## src/rtl/flash_port_defs.vh

```
// Constants for the serial flash programming port
// Definitions only; included by the port logic
`ifndef FLASH_PORT_DEFS_VH
`define FLASH_PORT_DEFS_VH
`define CLK_KHZ      50000
`define US_PER_MS    1000
`define WRITE_MS     5
`define ERASE_MS     5
`define LOCK_MS      40
`define LOAD_US      300
`define OP_SPECIAL   8'hAC
`define EN_BYTE2     8'h53
`define ERASE_BYTE2  7'h40
`define LOCK_BYTE2   6'h38
`define OP_CODE_RD   7'h10
`define OP_CODE_WR   7'h20
`define OP_SIG_RD    7'h18
`define OP_DATA_RD   6'h02
`define OP_DATA_WR   6'h12
`define SIG_LOC0     7'h30
`define SIG_LOC1     7'h31
`define SIG_NONE     8'h00
`define CODE_TOP     18'h00FFF
`define DATA_TOP     18'h2FFFF
`define ERASED       8'hFF
`define SECT_LSB     7
`define HDR_BIT      6'h17
`define OUT_BIT      6'h18
`define LAST_BIT     6'h1F
`define PROG_LOCK_B  1
`define VER_LOCK_B   0
`endif

```

## src/rtl/link_sampler.v

```verilog
// Two-flop synchronisers for the programming pins, plus shift clock edges
// Assumes every raw input is asynchronous to clk; rst is synchronous
`timescale 1ns/1ps
`default_nettype none
module link_sampler #(
	parameter N = 4
) (
	input  wire         clk,
	input  wire         rst,
	input  wire [N-1:0] raw,
	output wire [N-1:0] lvl,
	output wire         rise,
	output wire         fall
);
	reg [N-1:0] meta_q;
	reg [N-1:0] sync_q;
	reg         last_q;

	// Bit 0 is the shift clock; edges come from the second stage only
	always @(posedge clk) begin
		if (rst) begin
			meta_q <= {N{1'b0}};
			sync_q <= {N{1'b0}};
			last_q <= 1'b0;
		end else begin
			meta_q <= raw;
			sync_q <= meta_q;
			last_q <= sync_q[0];
		end
	end

	assign lvl  = sync_q;
	assign rise = sync_q[0] & ~last_q;
	assign fall = ~sync_q[0] & last_q;
endmodule // link_sampler
`default_nettype wire

```

## src/rtl/flash_prog_port.v

```verilog
// Serial programming engine for the code and data flash arrays
// Assumes an external array with a one-cycle read and pulse-driven
// byte write, sector erase and whole-chip erase on this clock.
`include "flash_port_defs.vh"
`timescale 1ns/1ps
`default_nettype none
module flash_prog_port #(
	parameter        TW        = 22,
	parameter [31:0] WRITE_CYC = `WRITE_MS * `CLK_KHZ,
	parameter [31:0] ERASE_CYC = `ERASE_MS * `CLK_KHZ,
	parameter [31:0] LOCK_CYC  = `LOCK_MS * `CLK_KHZ,
	parameter [31:0] LOAD_CYC  = `LOAD_US * `CLK_KHZ / `US_PER_MS,
	parameter [7:0]  SIG_BYTE0 = 8'h5A, // Arbitrary identity value
	parameter [7:0]  SIG_BYTE1 = 8'hC3  // Arbitrary identity value
) (
	input  wire        CLOCK,
	input  wire        RST,
	input  wire        RESET_PIN,
	input  wire        PROGRAMMING_MODE_PIN,
	input  wire        SCK_PIN,
	input  wire        SERIAL_IN_PIN,
	output wire        SERIAL_OUT_PIN,
	output wire        READY_BUSY_OUTPUT,
	output wire        MEM_CODE,
	output wire [17:0] MEM_ADDR,
	output wire        MEM_RD,
	input  wire [7:0]  MEM_RDATA,
	output wire        MEM_WR,
	output wire [7:0]  MEM_WDATA,
	output wire        MEM_ERASE_SECTOR,
	output wire        MEM_ERASE_ALL
);
	// One-hot sequencer states
	localparam [3:0] S_IDLE = 4'h1;
	localparam [3:0] S_LOAD = 4'h2;
	localparam [3:0] S_PROG = 4'h4;
	localparam [3:0] S_WAIT = 4'h8;

	wire [3:0]    pins;
	wire          sck_rise;
	wire          sck_fall;
	wire          serial_in_pin;
	wire          mode_on;

	reg  [5:0]    cnt_q;
	reg  [22:0]   sh_q;
	reg  [23:0]   hdr_q;
	reg  [7:0]    data_q;
	reg           rd_go_q;
	reg           fr_go_q;
	reg  [7:0]    out_sr_q;
	reg  [7:0]    out_byte_q;
	reg           rd_pend_q;

	reg  [3:0]    state_q;
	reg  [TW-1:0] timer_q;
	reg  [TW-1:0] win_q;
	reg           enabled_q;
	reg           plock_q;
	reg           vlock_q;
	reg  [1:0]    lk_pend_q;
	reg           toggle_q;
	reg  [7:0]    last_wr_q;
	reg  [10:0]   sect_q;
	reg           code_q;
	reg  [7:0]    idx_q;
	reg  [7:0]    page_q [0:127];

	reg           mem_code_q;
	reg  [17:0]   mem_addr_q;
	reg           mem_rd_q;
	reg           mem_wr_q;
	reg  [7:0]    mem_wdata_q;
	reg           mem_er_sect_q;
	reg           mem_er_all_q;

	link_sampler #(
		.N(4)
	) u_sampler (
		.clk  (CLOCK),
		.rst  (RST),
		.raw  ({PROGRAMMING_MODE_PIN, RESET_PIN, SERIAL_IN_PIN, SCK_PIN}),
		.lvl  (pins),
		.rise (sck_rise),
		.fall (sck_fall)
	);

	assign serial_in_pin     = pins[1];
	assign mode_on = pins[2] & pins[3];

	// Frame header fields
	wire [7:0]  b1 = hdr_q[23:16];
	wire [7:0]  b2 = hdr_q[15:8];
	wire [7:0]  b3 = hdr_q[7:0];

	wire is_crd = (b1[7:1] == `OP_CODE_RD);
	wire is_cwr = (b1[7:1] == `OP_CODE_WR);
	wire is_sig = (b1[7:1] == `OP_SIG_RD);
	wire is_drd = (b1[7:2] == `OP_DATA_RD);
	wire is_dwr = (b1[7:2] == `OP_DATA_WR);
	wire is_code = is_crd | is_cwr;
	wire is_en    = (b1 == `OP_SPECIAL) && (b2 == `EN_BYTE2);
	wire is_erase = (b1 == `OP_SPECIAL) && (b2[7:1] == `ERASE_BYTE2);
	wire is_lock  = (b1 == `OP_SPECIAL) && (b2[7:2] == `LOCK_BYTE2);

	// Code space has twelve address bits, data space eighteen
	wire [17:0] addr = is_code ? {6'h00, b2[3:0], b3} : {b1[1:0], b2, b3};
	wire addr_ok = is_code ? (addr <= `CODE_TOP) : (addr <= `DATA_TOP);

	// Reads turn into status polls from the cycle the load window expires
	wire busy = state_q[2] | state_q[3];
	wire prog_start = (state_q == S_LOAD) && (win_q == {{(TW-1){1'b0}}, 1'b1});
	wire poll = busy | prog_start;

	// A write is refused while busy, program-locked, or outside its array
	wire wr_hit = enabled_q & (is_cwr | is_dwr) & addr_ok & ~plock_q & ~busy;
	// In the load phase only the first byte's array and sector are taken
	wire same_page = (code_q == is_cwr) && (sect_q == addr[17:`SECT_LSB]);
	wire load_we = fr_go_q & wr_hit &
		((state_q == S_IDLE) | ((state_q == S_LOAD) & same_page));
	// Signature locations other than the two defined ones read as zero
	wire [7:0] sig_val = (b3[6:0] == `SIG_LOC0) ? SIG_BYTE0 :
		(b3[6:0] == `SIG_LOC1) ? SIG_BYTE1 : `SIG_NONE;

	// Serial frame shifter, runs only while the mode pins are both high
	always @(posedge CLOCK) begin
		if (RST || !mode_on) begin
			cnt_q    <= 6'h00;
			sh_q     <= 23'h000000;
			hdr_q    <= 24'h000000;
			data_q   <= `ERASED;
			rd_go_q  <= 1'b0;
			fr_go_q  <= 1'b0;
			out_sr_q <= `ERASED;
		end else begin
			rd_go_q <= 1'b0;
			fr_go_q <= 1'b0;
			if (sck_rise) begin
				sh_q <= {sh_q[21:0], serial_in_pin};
				if (cnt_q == `HDR_BIT) begin
					hdr_q   <= {sh_q, serial_in_pin};
					rd_go_q <= 1'b1;
				end
				if (cnt_q == `LAST_BIT) begin
					cnt_q   <= 6'h00;
					data_q  <= {sh_q[6:0], serial_in_pin};
					fr_go_q <= 1'b1;
				end else begin
					cnt_q <= cnt_q + 6'h01;
				end
			end
			// Answer byte enters the output register on the fall after the header
			if (sck_fall) begin
				if (cnt_q == `OUT_BIT) begin
					out_sr_q <= out_byte_q;
				end else begin
					out_sr_q <= {out_sr_q[6:0], 1'b1};
				end
			end
		end
	end

	// Page buffer, written in whatever order the bytes arrive
	always @(posedge CLOCK) begin
		if (load_we) begin
			page_q[b3[6:0]] <= data_q;
		end
	end

	// Read answers and the programming sequencer
	always @(posedge CLOCK) begin
		if (RST) begin
			state_q       <= S_IDLE;
			timer_q       <= {TW{1'b0}};
			win_q         <= {TW{1'b0}};
			enabled_q     <= 1'b0;
			plock_q       <= 1'b0;
			vlock_q       <= 1'b0;
			lk_pend_q     <= 2'h0;
			toggle_q      <= 1'b0;
			last_wr_q     <= `ERASED;
			sect_q        <= 11'h000;
			code_q        <= 1'b0;
			idx_q         <= 8'h00;
			out_byte_q    <= `ERASED;
			rd_pend_q     <= 1'b0;
			mem_code_q    <= 1'b0;
			mem_addr_q    <= 18'h00000;
			mem_rd_q      <= 1'b0;
			mem_wr_q      <= 1'b0;
			mem_wdata_q   <= `ERASED;
			mem_er_sect_q <= 1'b0;
			mem_er_all_q  <= 1'b0;
		end else begin
			mem_rd_q      <= 1'b0;
			mem_wr_q      <= 1'b0;
			mem_er_sect_q <= 1'b0;
			mem_er_all_q  <= 1'b0;
			// Array answers the cycle after its strobe; capture it then
			rd_pend_q     <= mem_rd_q;

			// Enable is lost as soon as either mode pin drops
			if (!mode_on) begin
				enabled_q <= 1'b0;
			end else if (fr_go_q && is_en) begin
				enabled_q <= 1'b1;
			end

			if (rd_pend_q) begin
				out_byte_q <= MEM_RDATA;
			end

			// Header decoded after the third byte; the answer must be in place
			// before the fall that opens the fourth byte
			if (rd_go_q) begin
				if (!enabled_q) begin
					out_byte_q <= `ERASED;
				end else if (is_sig) begin
					out_byte_q <= sig_val;
				end else if (!(is_crd || is_drd) || !addr_ok) begin
					out_byte_q <= `ERASED;
				end else if (poll) begin
					out_byte_q <= {~last_wr_q[7], toggle_q, last_wr_q[5:0]};
					toggle_q   <= ~toggle_q;
				end else if (plock_q && vlock_q) begin
					out_byte_q <= `ERASED;
				end else begin
					mem_rd_q   <= 1'b1;
					mem_code_q <= is_code;
					mem_addr_q <= addr;
				end
			end

			if (load_we) begin
				last_wr_q <= data_q;
			end

			case (state_q)
			S_IDLE: begin
				if (load_we) begin
					state_q <= S_LOAD;
					win_q   <= LOAD_CYC[TW-1:0];
					sect_q  <= addr[17:`SECT_LSB];
					code_q  <= is_cwr;
				end else if (fr_go_q && enabled_q && is_erase) begin
					// Chip erase also clears both lock bits at its start
					state_q      <= S_WAIT;
					timer_q      <= ERASE_CYC[TW-1:0];
					mem_er_all_q <= 1'b1;
					plock_q      <= 1'b0;
					vlock_q      <= 1'b0;
					lk_pend_q    <= 2'h0;
				end else if (fr_go_q && enabled_q && is_lock) begin
					// Lock bits take hold only when the timer runs out
					state_q   <= S_WAIT;
					timer_q   <= LOCK_CYC[TW-1:0];
					lk_pend_q <= ~b2[1:0];
				end
			end
			S_LOAD: begin
				// Every accepted byte restarts the load window
				if (load_we) begin
					win_q <= LOAD_CYC[TW-1:0];
				end else if (prog_start) begin
					state_q       <= S_PROG;
					timer_q       <= WRITE_CYC[TW-1:0];
					idx_q         <= 8'h00;
					mem_er_sect_q <= 1'b1;
					mem_code_q    <= code_q;
					mem_addr_q    <= {sect_q, 7'h00};
				end else begin
					win_q <= win_q - {{(TW-1){1'b0}}, 1'b1};
				end
			end
			S_PROG: begin
				// Sector erase pulse went out on entry; now every buffered byte
				// Bytes never loaded go out with stale buffer contents
				if (!idx_q[7]) begin
					mem_wr_q    <= 1'b1;
					mem_addr_q  <= {sect_q, idx_q[6:0]};
					mem_wdata_q <= page_q[idx_q[6:0]];
					idx_q       <= idx_q + 8'h01;
				end
				if (timer_q == {{(TW-1){1'b0}}, 1'b1}) begin
					state_q <= S_IDLE;
				end else begin
					timer_q <= timer_q - {{(TW-1){1'b0}}, 1'b1};
				end
			end
			S_WAIT: begin
				if (timer_q == {{(TW-1){1'b0}}, 1'b1}) begin
					state_q   <= S_IDLE;
					plock_q   <= plock_q | lk_pend_q[`PROG_LOCK_B];
					vlock_q   <= vlock_q | lk_pend_q[`VER_LOCK_B];
					lk_pend_q <= 2'h0;
				end else begin
					timer_q <= timer_q - {{(TW-1){1'b0}}, 1'b1};
				end
			end
			default: begin
				state_q <= S_IDLE;
			end
			endcase
		end
	end

	// Ready is low for the whole erase, program or lock cycle
	assign SERIAL_OUT_PIN    = out_sr_q[7];
	assign READY_BUSY_OUTPUT = ~busy;
	assign MEM_CODE          = mem_code_q;
	assign MEM_ADDR          = mem_addr_q;
	assign MEM_RD            = mem_rd_q;
	assign MEM_WR            = mem_wr_q;
	assign MEM_WDATA         = mem_wdata_q;
	assign MEM_ERASE_SECTOR  = mem_er_sect_q;
	assign MEM_ERASE_ALL     = mem_er_all_q;
endmodule // flash_prog_port
`default_nettype wire

```

## config.mk

```make
export PLATFORM = sky130hd
export DESIGN_NAME = flash_prog_port
export DESIGN_NICKNAME = d
export VERILOG_FILES = /design/src/rtl/link_sampler.v /design/src/rtl/flash_prog_port.v
export VERILOG_INCLUDE_DIRS = /design/src /design/src/rtl
export SDC_FILE = /design/constraint.sdc
export NUM_CORES = 1
export LEC_CHECK = 0
export BUFFER_PORTS_ARGS = -buffer_cell sky130_fd_sc_hd__buf_4
export CAP_MARGIN = 40
export CORE_ASPECT_RATIO = 1.5
export CORE_UTILIZATION = 55
export CTS_CLUSTER_SIZE = 10
export DETAILED_ROUTE_END_ITERATION = 10
export GPL_TIMING_DRIVEN = 0
export PLACE_DENSITY = 0.71
export RECOVER_POWER = 25
export REMOVE_ABC_BUFFERS = 1
export SETUP_SLACK_MARGIN = 0.02
export SYNTH_ARGS = -nofsm -noshare
export SYNTH_HDL_FRONTEND = slang
export SYNTH_SLANG_ARGS = --single-unit
```

## constraint.sdc

```tcl
create_clock -name CLOCK -period 4.3 [get_ports CLOCK]
set_clock_uncertainty 0.2 [all_clocks]
set_input_delay 0.86 -clock CLOCK [delete_from_list [all_inputs] [get_ports CLOCK]]
set_output_delay 0.86 -clock CLOCK [all_outputs]
set_load 0.02 [all_outputs]
```

* Word level (Yosys, flattened, before mapping)
Memory sizes are Yosys's and may differ from the RTL's. A register that Yosys moved wholly into a read port is not among the register bits.
Cells that the tools add are included.
** Storage, ports and cells
- Register bits :: 194
- RAM bits :: 1024
- Input bits :: 14
- Output and inout port bits :: 33
- Logic and storage cells :: 218
- Memories :: 1
** Cells by class
- $add $sub $neg :: 4
- Magnitude comparators :: 2
- Equal/unequal tests :: 34
- Mux-type cells :: 73
- Bitwise logic cells :: 34
- Reduce and logical (&&, ||, !) cells :: 39
** Memories
- page_q :: depth 128, width 8, read ports 1, clocked after Yosys merged registers in 1, wr ports 1, line flash_prog_port.v:67 : reg [7:0] page_q [0:127];
** Operators with widths (number)
- $mux 22 :: 9
- $mux 18 :: 10
- $mux 8 :: 13
- $pmux 22 s3 :: 1
- $eq 22x1->1 const B :: 2
- $pmux 22 s2 :: 1
- $sub 22x1->22 const B :: 2
- $pmux 18 s2 :: 1
- $eq 6x5->1 const B :: 4
- $mux 4 :: 6
- $mux 1 :: 22
- $eq 7x6->1 const B :: 3
- $le 18x12->1 const B :: 1
- $le 18x18->1 const B :: 1
- $not 1->1 :: 16
- $pmux 8 s2 :: 1
- $reduce_and 4->1 :: 4
- $eq 7x5->1 const B :: 2
- $ne 2x2->1 const B :: 7
- $pmux 4 s3 :: 1
- $eq 11x11->1 :: 1
- $and 1x1->1 :: 10
- $logic_and 1x1->1 :: 10
- $add 8x1->8 const B :: 1
- 32 further kinds :: 57

* Longest topological paths before layout
Gate-level depths: netlist of the first run.
- Depth in word-level cells :: 14
- Depth in mapped cells :: 11
- Gate-level depth less buffers :: 9

* By module
A second synthesis of the first run with hierarchy kept.
** Unflattened totals
- Cell total of the unflattened synthesis :: 2833
- Area, all modules :: 48694.2 µm²
** By module, submodules not included
- flash_prog_port :: times used 1, cells an instance 2813, area an instance 48445.2 µm², seq. area each 34593.2 µm²
- link_sampler :: times used 1, cells an instance 20, area an instance 249.0 µm², seq. area each 180.2 µm²

* Worst setup path after synthesis of the first run
OpenSTA, ideal clock, no wires.
- Kind :: register to register
- Start point :: reg hdr_q[21]
- End point :: mem page_q[127][0] (enable)
- Setup time :: 371 ps
- Arrival :: 2650 ps
- Required time :: 3729 ps
- Path slack :: 1079 ps
- Cell stages (with the launch flop) :: 10
- Buffers on the path :: 2
- Clock period less this slack :: 3221 ps
- Cell sequence :: dfxtp_1 buf_2 or4b_1 o21a_1 nor2_1 nand4_1 o31ai_4 nand4_1 buf_2 nor2_1
** Between the ends
- Word-level cells in the longest chain between the ends :: 12
- Elaborated cells on any way between the ends :: 22
- Those cells by class :: order compare: 2; eq/ne: 5; mux: 4; bitwise: 10; reduce/logical: 1
** RTL lines
- start: declaration :: line flash_prog_port.v:47 : reg [23:0] hdr_q;
- start signal: assignment :: line flash_prog_port.v:141 : hdr_q <= {sh_q, serial_in_pin};
- $eq 7x5->1 (no line) or $eq 7x6->1 (tied branches)
- $or 1x1->1 :: line flash_prog_port.v:101 : wire is_code = is_crd | is_cwr;
- $mux 18 :: line flash_prog_port.v:107 : wire [17:0] addr = is_code ? {6'h00, b2[3:0], b3} : {b1[1:0], b2, b3};
- $le 18x18->1 (no line) or $le 18x12->1 (tied branches)
- $mux 1 :: line flash_prog_port.v:108 : wire addr_ok = is_code ? (addr <= `CODE_TOP) : (addr <= `DATA_TOP);
- $and 1x1->1 (3 in a row) :: line flash_prog_port.v:116 : wire wr_hit = enabled_q & (is_cwr | is_dwr) & addr_ok & ~plock_q & ~busy;
- $and 1x1->1 :: line flash_prog_port.v:119 : wire load_we = fr_go_q & wr_hit &
- $and 1x1->1 * :: line flash_prog_port.v:119
- $mux 1 * :: line flash_prog_port.v:165 : if (load_we) begin
- $mux 1 (not written as such) * :: line flash_prog_port.v:166 : page_q[b3[6:0]] <= data_q;
- end: declaration :: line flash_prog_port.v:67
Every way passes the cells marked *; elsewhere a longest branch is shown, timed or not.

* Worst setup path after layout of the first run
- Start point :: reg hdr_q[21]
- End point :: mem page_q[89][0] (enable)
Same word-level chain as after synthesis.

==> impl_metrics.py, run 1 <==
metrics = {
    "power": {
        "p_seq_share_pct": 52.7,
        "power.share.combinational_pct": 3.9,
        "intPower_w": 0.0193,
        "power_density_nw_per_um2": 447,
        "power.static_leakage_nw": 19.6,
        "switching_fraction_pct": 21.1,
        "netSwitchingPower_w": 0.00516,
        "power.ir.vdd_worst_mv": 0.382,
        "p_clk_share_pct": 43.4,
    },
    "layout": {
        "finalCoreUtilization_pct": 62.5,
        "post_route_cells_drive_above_1_share_pct": 22.7,
        "final_design_area_no_fill_sq_um": 54700,
        "fillerInstances": 5932,
        "areaGrowthSynthToFinish_pct": 12.7,
        "num_antenna_cells": 0,
        "final_nets": 2841,
    },
    "routing": {
        "wl_met3_microns": 6840,
        "wl_microns": 111000,
        "drc_errors": 0,
        "routed-wl-met2_microns": 60900,
        "met1_wirelength_microns": 39400,
        "drt_iter0_markers": 2256,
        "wire_per_inst_microns": 27.6,
        "num_vias": 25652,
        "postRouteAntennaNets": 0,
        "vias_per_cell": 6.35,
        "highest_layer": "met4",
        "drt_first_pass_iters": 5,
    },
    "yosys": {
        "synth.cell_area_sq_um": 48500,
        "yosysWarnings": 0,
        "synth_edf_count": 1024,
        "sequential_share_of_the_synthesized_area_pct": 71.7,
        "ys.flop_type": "sky130_fd_sc_hd__edfxtp_1",
        "synth.avg_cell_area_sq_um": 17.7,
        "asyncSetResetFlopFracSynth_pct": 0,
        "synthesis.instances": 2735,
        "synthDistinctLibCells": 73,
        "share_of_yosys_cell_area_claimed_by_the_top_area_cell_type_pct": 63.4,
        "yosys-top-cells-area": "sky130_fd_sc_hd__edfxtp_1, sky130_fd_sc_hd__mux4_2, sky130_fd_sc_hd__dfxtp_1",
        "ys_seq_elements": 1225,
        "synthDominantAreaCellType": "sky130_fd_sc_hd__edfxtp_1",
    },
    "flow_run": {
        "maxCapViolations": 12,
    },
    "clock_network": {
        "clock_slew_seen_by_the_registers_of_the_worst_setup_and_hold_paths_ns": 0.05,
        "tritoncts": "yes",
        "clock-root-buffer": "sky130_fd_sc_hd__clkbuf_16",
        "cts-root-to-sink-buffers": 3,
        "clock_latency_ns": 0.73,
        "h-tree-depth": 4,
        "cts_sinks": 1225,
        "clock_buffer_count_from_cts": 140,
        "cts.hold.buffers_added": 0,
    },
    "sta": {
        "fin_setup_tns_ns": 0,
        "achievable_freq_mhz": 242,
        "setup_repair_after_global_routing_missed_its_margin": "no",
        "timing_hold_violations_final": 0,
        "timing.max_slew.rel_slack_pct": -84.2,
        "timing_max_transition_violations_final": 802,
        "finalWorstPathRequiredPeriod_ns": 4.13,
        "final-setup-viol-count": 0,
        "post-route-worst-setup-slack_ns": 0.170,
        "actual_transition_at_the_worst_max_transition_pin_ns": 2.76,
        "final.period_utilization_pct": 96.0,
    },
    "grt": {
        "grt_antenna_before_repair": 1,
        "global_route.overflow_total": 0,
        "grtUsageTotal_pct": 25.5,
        "grt_pass1_wl_microns": 166000,
        "number_of_global_route_vias_before_repair": 26699,
        "grt_max_degree": 94,
    },
    "placed_design": {
        "pre_cts_ws_ns": -0.447,
        "routabilityCongestion": 0.870,
        "place_hpwl_microns": 69500,
        "io_buffer_count": 46,
        "post_dp_area_sq_um": 50600,
    },
    "worst_setup_path": {
        "path_max_fanout": 13,
        "critPathKind": "flop to flop",
        "rr_worst_depth": 9,
        "reg_to_reg_startpoint": "hdr_q[21]",
        "timing.critical_path.from": "hdr_q[21]",
        "cp_data_required_time_ns": 4.46,
        "critical_path.startpoint_type": "flop",
        "timing.reg2reg.setup_slack_ns": 0.17,
        "worst_setup_path_endpoint": "page_q[89][0]",
        "timing.critical_path.arrival_ns": 4.29,
        "endpoint_kind": "flop",
        "critical_path.reg2reg.endpoint": "page_q[89][0]",
    },
    "min_path": {
        "min_path_type": "primary input to flop",
    },
    "die": {
        "die-area_sq_um": 89400,
        "floorplan.die.height_microns": 366,
        "floorplan.initialDensity_pct": 55.4,
        "ios": 47,
        "core.rowCount": 133,
        "fp.coreArea_sq_um": 87500,
        "die_width_microns": 244,
    },
    "run_status": {
        "status": "complete, but fails checks",
        "violations": "capacitance limit, slew limit",
    },
}
==> per-stage QoR <==
step	cells	total power [W]	hold WS, ns
after global placement	3770	0.0140	0.225
after detailed placement	3814	0.0141	0.224
after CTS	4038	0.0246	0.0915
after floorplan	2577	0.0138	0.214
after global routing	4040	0.0251	0.111
final	4040	0.0245	0.137
==> critical path, stage by stage, from the launching register on <==
cell and delay (ns):
sky130_fd_sc_hd__dfxtp_1 0.51, sky130_fd_sc_hd__xor2_1 0.32, sky130_fd_sc_hd__a31oi_1 0.13, sky130_fd_sc_hd__o32ai_1 0.61
sky130_fd_sc_hd__nand2_1 0.26, sky130_fd_sc_hd__o31ai_4 0.33, sky130_fd_sc_hd__buf_12 0.17, sky130_fd_sc_hd__nand3_2 0.23
sky130_fd_sc_hd__buf_12 0.28, sky130_fd_sc_hd__nor2_1 0.69
==> sequential cells by signal, indices dropped and copies added, names as in the netlist, 6 cells and up <==
signal / count
out_sr_q: 8
win_q: 22
data_q: 8
page_q: 1024
hdr_q: 24
MEM_WDATA: 8
sect_q: 11
MEM_ADDR: 18
idx_q: 8
out_byte_q: 8
sh_q: 23
timer_q: 22
last_wr_q: 7
cnt_q: 6
==> area by class of cell <==
cell class              instances  area, sq um  area share [%]
well taps                    1147         1440            2.63
flip-flops and latches       1225        34800            63.6
repair buffers                101         1300            2.38
multi-input cells            1332        13100            24.0
clock buffers                 208         3890            7.11
inverters                      20         77.6           0.142
clock inverters                 7         80.1           0.146
==> kinds of logic after synthesis <==
group | count (synthesis) | share of synthesized area (%)
DFF | 1225 | 71.7
and+or+nand+nor | 655 | 6.39
muxes | 375 | 16.1
AOI/OAI and AO/OA | 262 | 3.49
buffers and inverters | 178 | 1.59
xor gates and xnor gates | 33 | 0.596
adders and majority gates | 7 | 0.181
==> Yosys cell counts (20+ instances only) <==
library cell and number:
sky130_fd_sc_hd__a21oi_1 121, sky130_fd_sc_hd__buf_2 44, sky130_fd_sc_hd__clkbuf_1 93, sky130_fd_sc_hd__dfxtp_1 201, sky130_fd_sc_hd__edfxtp_1 1024, sky130_fd_sc_hd__inv_1 20, sky130_fd_sc_hd__mux2i_1 52, sky130_fd_sc_hd__mux4_2 322
sky130_fd_sc_hd__nand2_1 191, sky130_fd_sc_hd__nand3_1 44, sky130_fd_sc_hd__nor2_1 223, sky130_fd_sc_hd__nor2b_1 38, sky130_fd_sc_hd__nor3_1 33, sky130_fd_sc_hd__o21ai_0 29, sky130_fd_sc_hd__or3_1 21, sky130_fd_sc_hd__xnor2_1 26
==> worst min path at each step <==
stage / from / end / slack (ns) / cells past startpoint
2_1_floorplan: u_sampler.meta_q[0] / u_sampler.lvl[0] / 0.21 / 1
3_3_place_gp: u_sampler.meta_q[3] / u_sampler.lvl[3] / 0.22 / 1
3_5_place_dp: u_sampler.meta_q[2] / u_sampler.lvl[2] / 0.22 / 1
4_1_cts: PROGRAMMING_MODE_PIN / u_sampler.meta_q[3] / 0.09 / 2
5_1_grt: RESET_PIN / u_sampler.meta_q[2] / 0.11 / 2
6_report: RESET_PIN / u_sampler.meta_q[2] / 0.14 / 2
==> cells in the final DEF (no fill, tap or decap), types with 29 or more instances in the layout <==
cell type / count
sky130_fd_sc_hd__nor3_1: 33
sky130_fd_sc_hd__clkbuf_1: 64
sky130_fd_sc_hd__nor2_1: 187
sky130_fd_sc_hd__buf_4: 56
sky130_fd_sc_hd__edfxtp_1: 1024
sky130_fd_sc_hd__mux4_2: 322
sky130_fd_sc_hd__nand3_1: 37
sky130_fd_sc_hd__mux2i_1: 51
sky130_fd_sc_hd__dfxtp_1: 196
sky130_fd_sc_hd__nand2_1: 191
sky130_fd_sc_hd__o21ai_0: 29
sky130_fd_sc_hd__a21oi_1: 121
sky130_fd_sc_hd__nor2b_1: 38
sky130_fd_sc_hd__nor2_2: 36
sky130_fd_sc_hd__clkbuf_16: 147
==> what timing repair did <==
item | 4_1_cts | 5_1_grt
endpoints found under the setup margin | 518 | 969
resized for setup | 14 | 27
cloned | 0 | 0
setup buffers | 9 | 2
pin swaps | 2 | 1
==> routing by layer <==
layer  global-route usage, %  vias to the layer above
met3                    4.43                      214
met2                    46.1                     1032
met5                       0                        -
met1                    29.7                    13359
met4                    11.0                        0
li1                        -                    11047
==> power groups by stage <==
stage | clock [W] | combinational, W | sequential, W
finish | 0.0106 | 0.000960 | 0.0129
global route | 0.0112 | 0.00105 | 0.0129
CTS | 0.0107 | 0.000954 | 0.0129
detailed placement | 0 | 0.000950 | 0.0131
global placement | 0 | 0.000870 | 0.0131
floorplan | 0 | 0.000697 | 0.0131
No activity file was read; power rests on OpenSTA's default activity.
==> inputs of run 2 (changes only) <==
- ABC_AREA: unset -> 1
==> impl_metrics.py, run 2 <==
metrics = {
    "sta": {
        "final-setup-viol-count": 120,
        "actual_transition_at_the_worst_max_transition_pin_ns": 2.79,
        "final.period_utilization_pct": 102,
        "setup_repair_after_global_routing_missed_its_margin": "yes",
        "timing_hold_violations_final": 0,
        "timing_max_transition_violations_final": 755,
        "post-route-worst-setup-slack_ns": -0.0914,
        "finalWorstPathRequiredPeriod_ns": 4.39,
        "timing.max_slew.rel_slack_pct": -86.5,
        "achievable_freq_mhz": 228,
    },
    "worst_setup_path": {
        "rr_worst_depth": 14,
        "endpoint_kind": "flop",
        "worst_setup_path_endpoint": "page_q[82][4]",
        "critical_path.startpoint_type": "flop",
        "timing.critical_path.arrival_ns": 4.56,
        "timing.reg2reg.setup_slack_ns": -0.09,
        "critical_path.reg2reg.endpoint": "page_q[82][4]",
        "crit_buf_inv": 2,
        "critPathMaxStageDelay_ns": 0.92,
        "crit_slowest_cell": "sky130_fd_sc_hd__nor2_1",
        "cp_data_required_time_ns": 4.47,
        "crit_path_frequent_cell": "sky130_fd_sc_hd__nand2_1",
        "critPathTopFamily": "simple AND/OR/NAND/NOR gates",
        "path_max_fanout": 20,
        "reg_to_reg_startpoint": "hdr_q[23]",
        "worstPathCellList": "nor2_1 > nand2_1 > inv_1 > nand2_2 > nand3_1 > nand2_1 > nand2_1 > inv_1 > nand2_1 > nor2_1 > nand2_2 > nand2_2 > nand4_4 > nor2_1",
        "timing.critical_path.from": "hdr_q[23]",
        "critical_path_depth": 14,
        "critPathKind": "flop to flop",
    },
    "yosys": {
        "synth_xor_area_share_pct": 0.525,
        "post_synth_most_frequent_cells": "sky130_fd_sc_hd__edfxtp_1, sky130_fd_sc_hd__nor2_1, sky130_fd_sc_hd__o21ai_0",
        "synth-adder-area-share_pct": 0.175,
        "synth_compound_gate_area_share_pct": 13.5,
        "synth_edf_count": 1024,
        "yosys-top-cells-area": "sky130_fd_sc_hd__edfxtp_1, sky130_fd_sc_hd__dfxtp_1, sky130_fd_sc_hd__nor2_1",
        "synthDominantAreaCellType": "sky130_fd_sc_hd__edfxtp_1",
        "synth.cell_area_sq_um": 50000,
        "yosysWarnings": 0,
        "sequential_share_of_the_synthesized_area_pct": 69.5,
        "synthesis.instances": 4390,
        "ys_seq_elements": 1225,
        "mux_cell_area_share_after_synthesis_pct": 0,
        "synthDistinctLibCells": 45,
        "asyncSetResetFlopFracSynth_pct": 0,
        "synthMostInstantiatedCell": "sky130_fd_sc_hd__edfxtp_1",
        "ys.flop_type": "sky130_fd_sc_hd__edfxtp_1",
        "share_of_yosys_cell_area_claimed_by_the_top_area_cell_type_pct": 61.4,
        "dominant_combinational_cell_family_by_area_after_synthesis": "compound AO/OA/AOI/OAI gates",
        "post_synth_and_or_nand_nor_area_fraction_pct": 12.7,
        "synth.avg_cell_area_sq_um": 11.4,
    },
    "clock_network": {
        "clock_slew_seen_by_the_registers_of_the_worst_setup_and_hold_paths_ns": 0.05,
        "h-tree-depth": 4,
        "clock_latency_ns": 0.75,
        "clock-root-buffer": "sky130_fd_sc_hd__clkbuf_16",
        "cts_sinks": 1225,
        "cts-root-to-sink-buffers": 3,
        "cts.hold.buffers_added": 0,
        "clock_buffer_count_from_cts": 140,
        "tritoncts": "yes",
    },
    "die": {
        "ios": 47,
        "floorplan.initialDensity_pct": 55.5,
        "die_width_microns": 248,
        "floorplan.die.height_microns": 371,
        "fp.coreArea_sq_um": 90200,
        "die-area_sq_um": 92200,
        "core.rowCount": 135,
    },
    "placed_design": {
        "routabilityCongestion": 0.866,
        "io_buffer_count": 46,
        "place_hpwl_microns": 75700,
        "post_dp_area_sq_um": 51700,
        "placed_cells_incl_taps": 5360,
    },
    "grt": {
        "grt_pass1_wl_microns": 193000,
        "grt_antenna_before_repair": 0,
        "number_of_global_route_vias_before_repair": 33463,
        "grtUsageTotal_pct": 27.9,
        "grt_max_degree": 142,
        "global_route.overflow_total": 0,
    },
    "layout": {
        "post_route_cells_drive_above_1_share_pct": 8.89,
        "final_nets": 4374,
        "areaGrowthSynthToFinish_pct": 11.9,
        "layout.cells.most_common_list": "sky130_fd_sc_hd__edfxtp_1, sky130_fd_sc_hd__nor2_1, sky130_fd_sc_hd__o21ai_0",
        "num_antenna_cells": 0,
        "final_design_area_no_fill_sq_um": 56000,
        "final_common_cell": "sky130_fd_sc_hd__edfxtp_1",
        "finalNonFillerCells": 5572,
        "largest_reg_flops": 1024,
    },
    "routing": {
        "drc_errors": 0,
        "wl_microns": 128000,
        "drt_first_pass_iters": 6,
        "num_vias": 34374,
        "wire_per_inst_microns": 23.0,
        "postRouteAntennaNets": 0,
        "vias_per_cell": 6.17,
        "drt_iter0_markers": 3304,
    },
    "min_path": {
        "min_path_type": "primary input to flop",
    },
    "power": {
        "power.ir.vdd_worst_mv": 0.328,
        "power_density_nw_per_um2": 433,
        "power.static_leakage_nw": 21.9,
    },
    "run_status": {
        "status": "complete, but fails checks",
        "violations": "capacitance limit, slew limit, setup timing",
    },
    "flow_run": {
        "maxCapViolations": 11,
    },
}
-- run 2: cell count changes in the layout (fill, tap and decap cells not counted), moves of 85 or more --
cell / previous run / this run
sky130_fd_sc_hd__nand2_1: 191 / 386
sky130_fd_sc_hd__o211ai_1: 8 / 105
sky130_fd_sc_hd__o221ai_1: 0 / 161
sky130_fd_sc_hd__mux4_2: 322 / 0
sky130_fd_sc_hd__o21ai_0: 29 / 574
sky130_fd_sc_hd__inv_1: 19 / 157
sky130_fd_sc_hd__nor2_1: 187 / 765
sky130_fd_sc_hd__o22ai_1: 12 / 97
sky130_fd_sc_hd__nand3_1: 37 / 206
-- run 2: how the worst min path moves through the flow --
| stage | startpoint | endpoint | slack (ns) | cells after the start |
|---|---|---|---|---|
| 2_1_floorplan | u_sampler.meta_q[0] | u_sampler.lvl[0] | 0.19 | 2 |
| 3_3_place_gp | u_sampler.meta_q[3] | u_sampler.lvl[3] | 0.19 | 2 |
| 3_5_place_dp | u_sampler.meta_q[1] | u_sampler.lvl[1] | 0.20 | 2 |
| 4_1_cts | SCK_PIN | u_sampler.meta_q[0] | 0.08 | 3 |
| 5_1_grt | SCK_PIN | u_sampler.meta_q[0] | 0.11 | 3 |
| 6_report | SCK_PIN | u_sampler.meta_q[0] | 0.12 | 3 |
-- run 2: repair_timing --
item,4_1_cts,5_1_grt
buffers inserted,0,14
gates resized for setup,34,53
pin swaps,0,3
endpoints found under the setup margin,372,659
hold endpoints to repair,0,0
-- run 2: power by group --
| part | leakage [nW] | total [W] | switching, W | internal (W) |
|---|---|---|---|---|
| clock | 1.93 | 0.0106 | 0.00434 | 0.00624 |
| combinational | 6.20 | 0.000838 | 0.000561 | 0.000277 |
| sequential | 13.8 | 0.0128 | 0.0000611 | 0.0127 |
-- run 2: logic make-up (layout without fill, tap and decap cells) --
kind of cell	count (synthesis)	in the layout
simple gates	1530	1530
fa+ha+maj	7	7
compound gates	1135	1135
xor+xnor	30	30
flops	1225	1225
buf+inv	463	481
-- run 2: worst min-delay path, cell delays in order --
cell                     delay [ns]
sky130_fd_sc_hd__buf_4         0.07
sky130_fd_sc_hd__inv_1         0.03
sky130_fd_sc_hd__nor2_1        0.07
-- run 2: layout make-up --
class	instances	area (sq um)
clock inverters	5	58.8
flip-flops and latches	1225	34800
fillers	6856	34200
multi-input cells	2702	13700
repair buffers	105	1420
inverters	179	692
well taps	1164	1460
clock buffers	192	3910
-- run 2: stage by stage --
step | power, W | util (%) | setup TNS (ns) | hold WS (ns) | setup slack (ns)
final | 0.0242 | 62.1 | -5.97 | 0.122 | -0.0914
after global routing | 0.0249 | 62.1 | -20.70 | 0.112 | -0.194
after CTS | 0.0243 | 61.9 | -9.53 | 0.0798 | -0.0992
after detailed placement | 0.0139 | 57.4 | -9.30 | 0.198 | -0.102
after global placement | 0.0139 | 56.2 | -1210.72 | 0.191 | -50.97
after floorplan | 0.0137 | - | -280.55 | 0.188 | -20.28
-- run 2: layer usage --
layer / GRT usage (%) / vias up / routed length [microns]
met5: 0 / - / 0
met4: 15.8 / 0 / 7280
met3: 5.05 / 382 / 9070
met2: 48.3 / 1420 / 65600
met1: 32.3 / 16726 / 46200
li1: - / 15846 / -
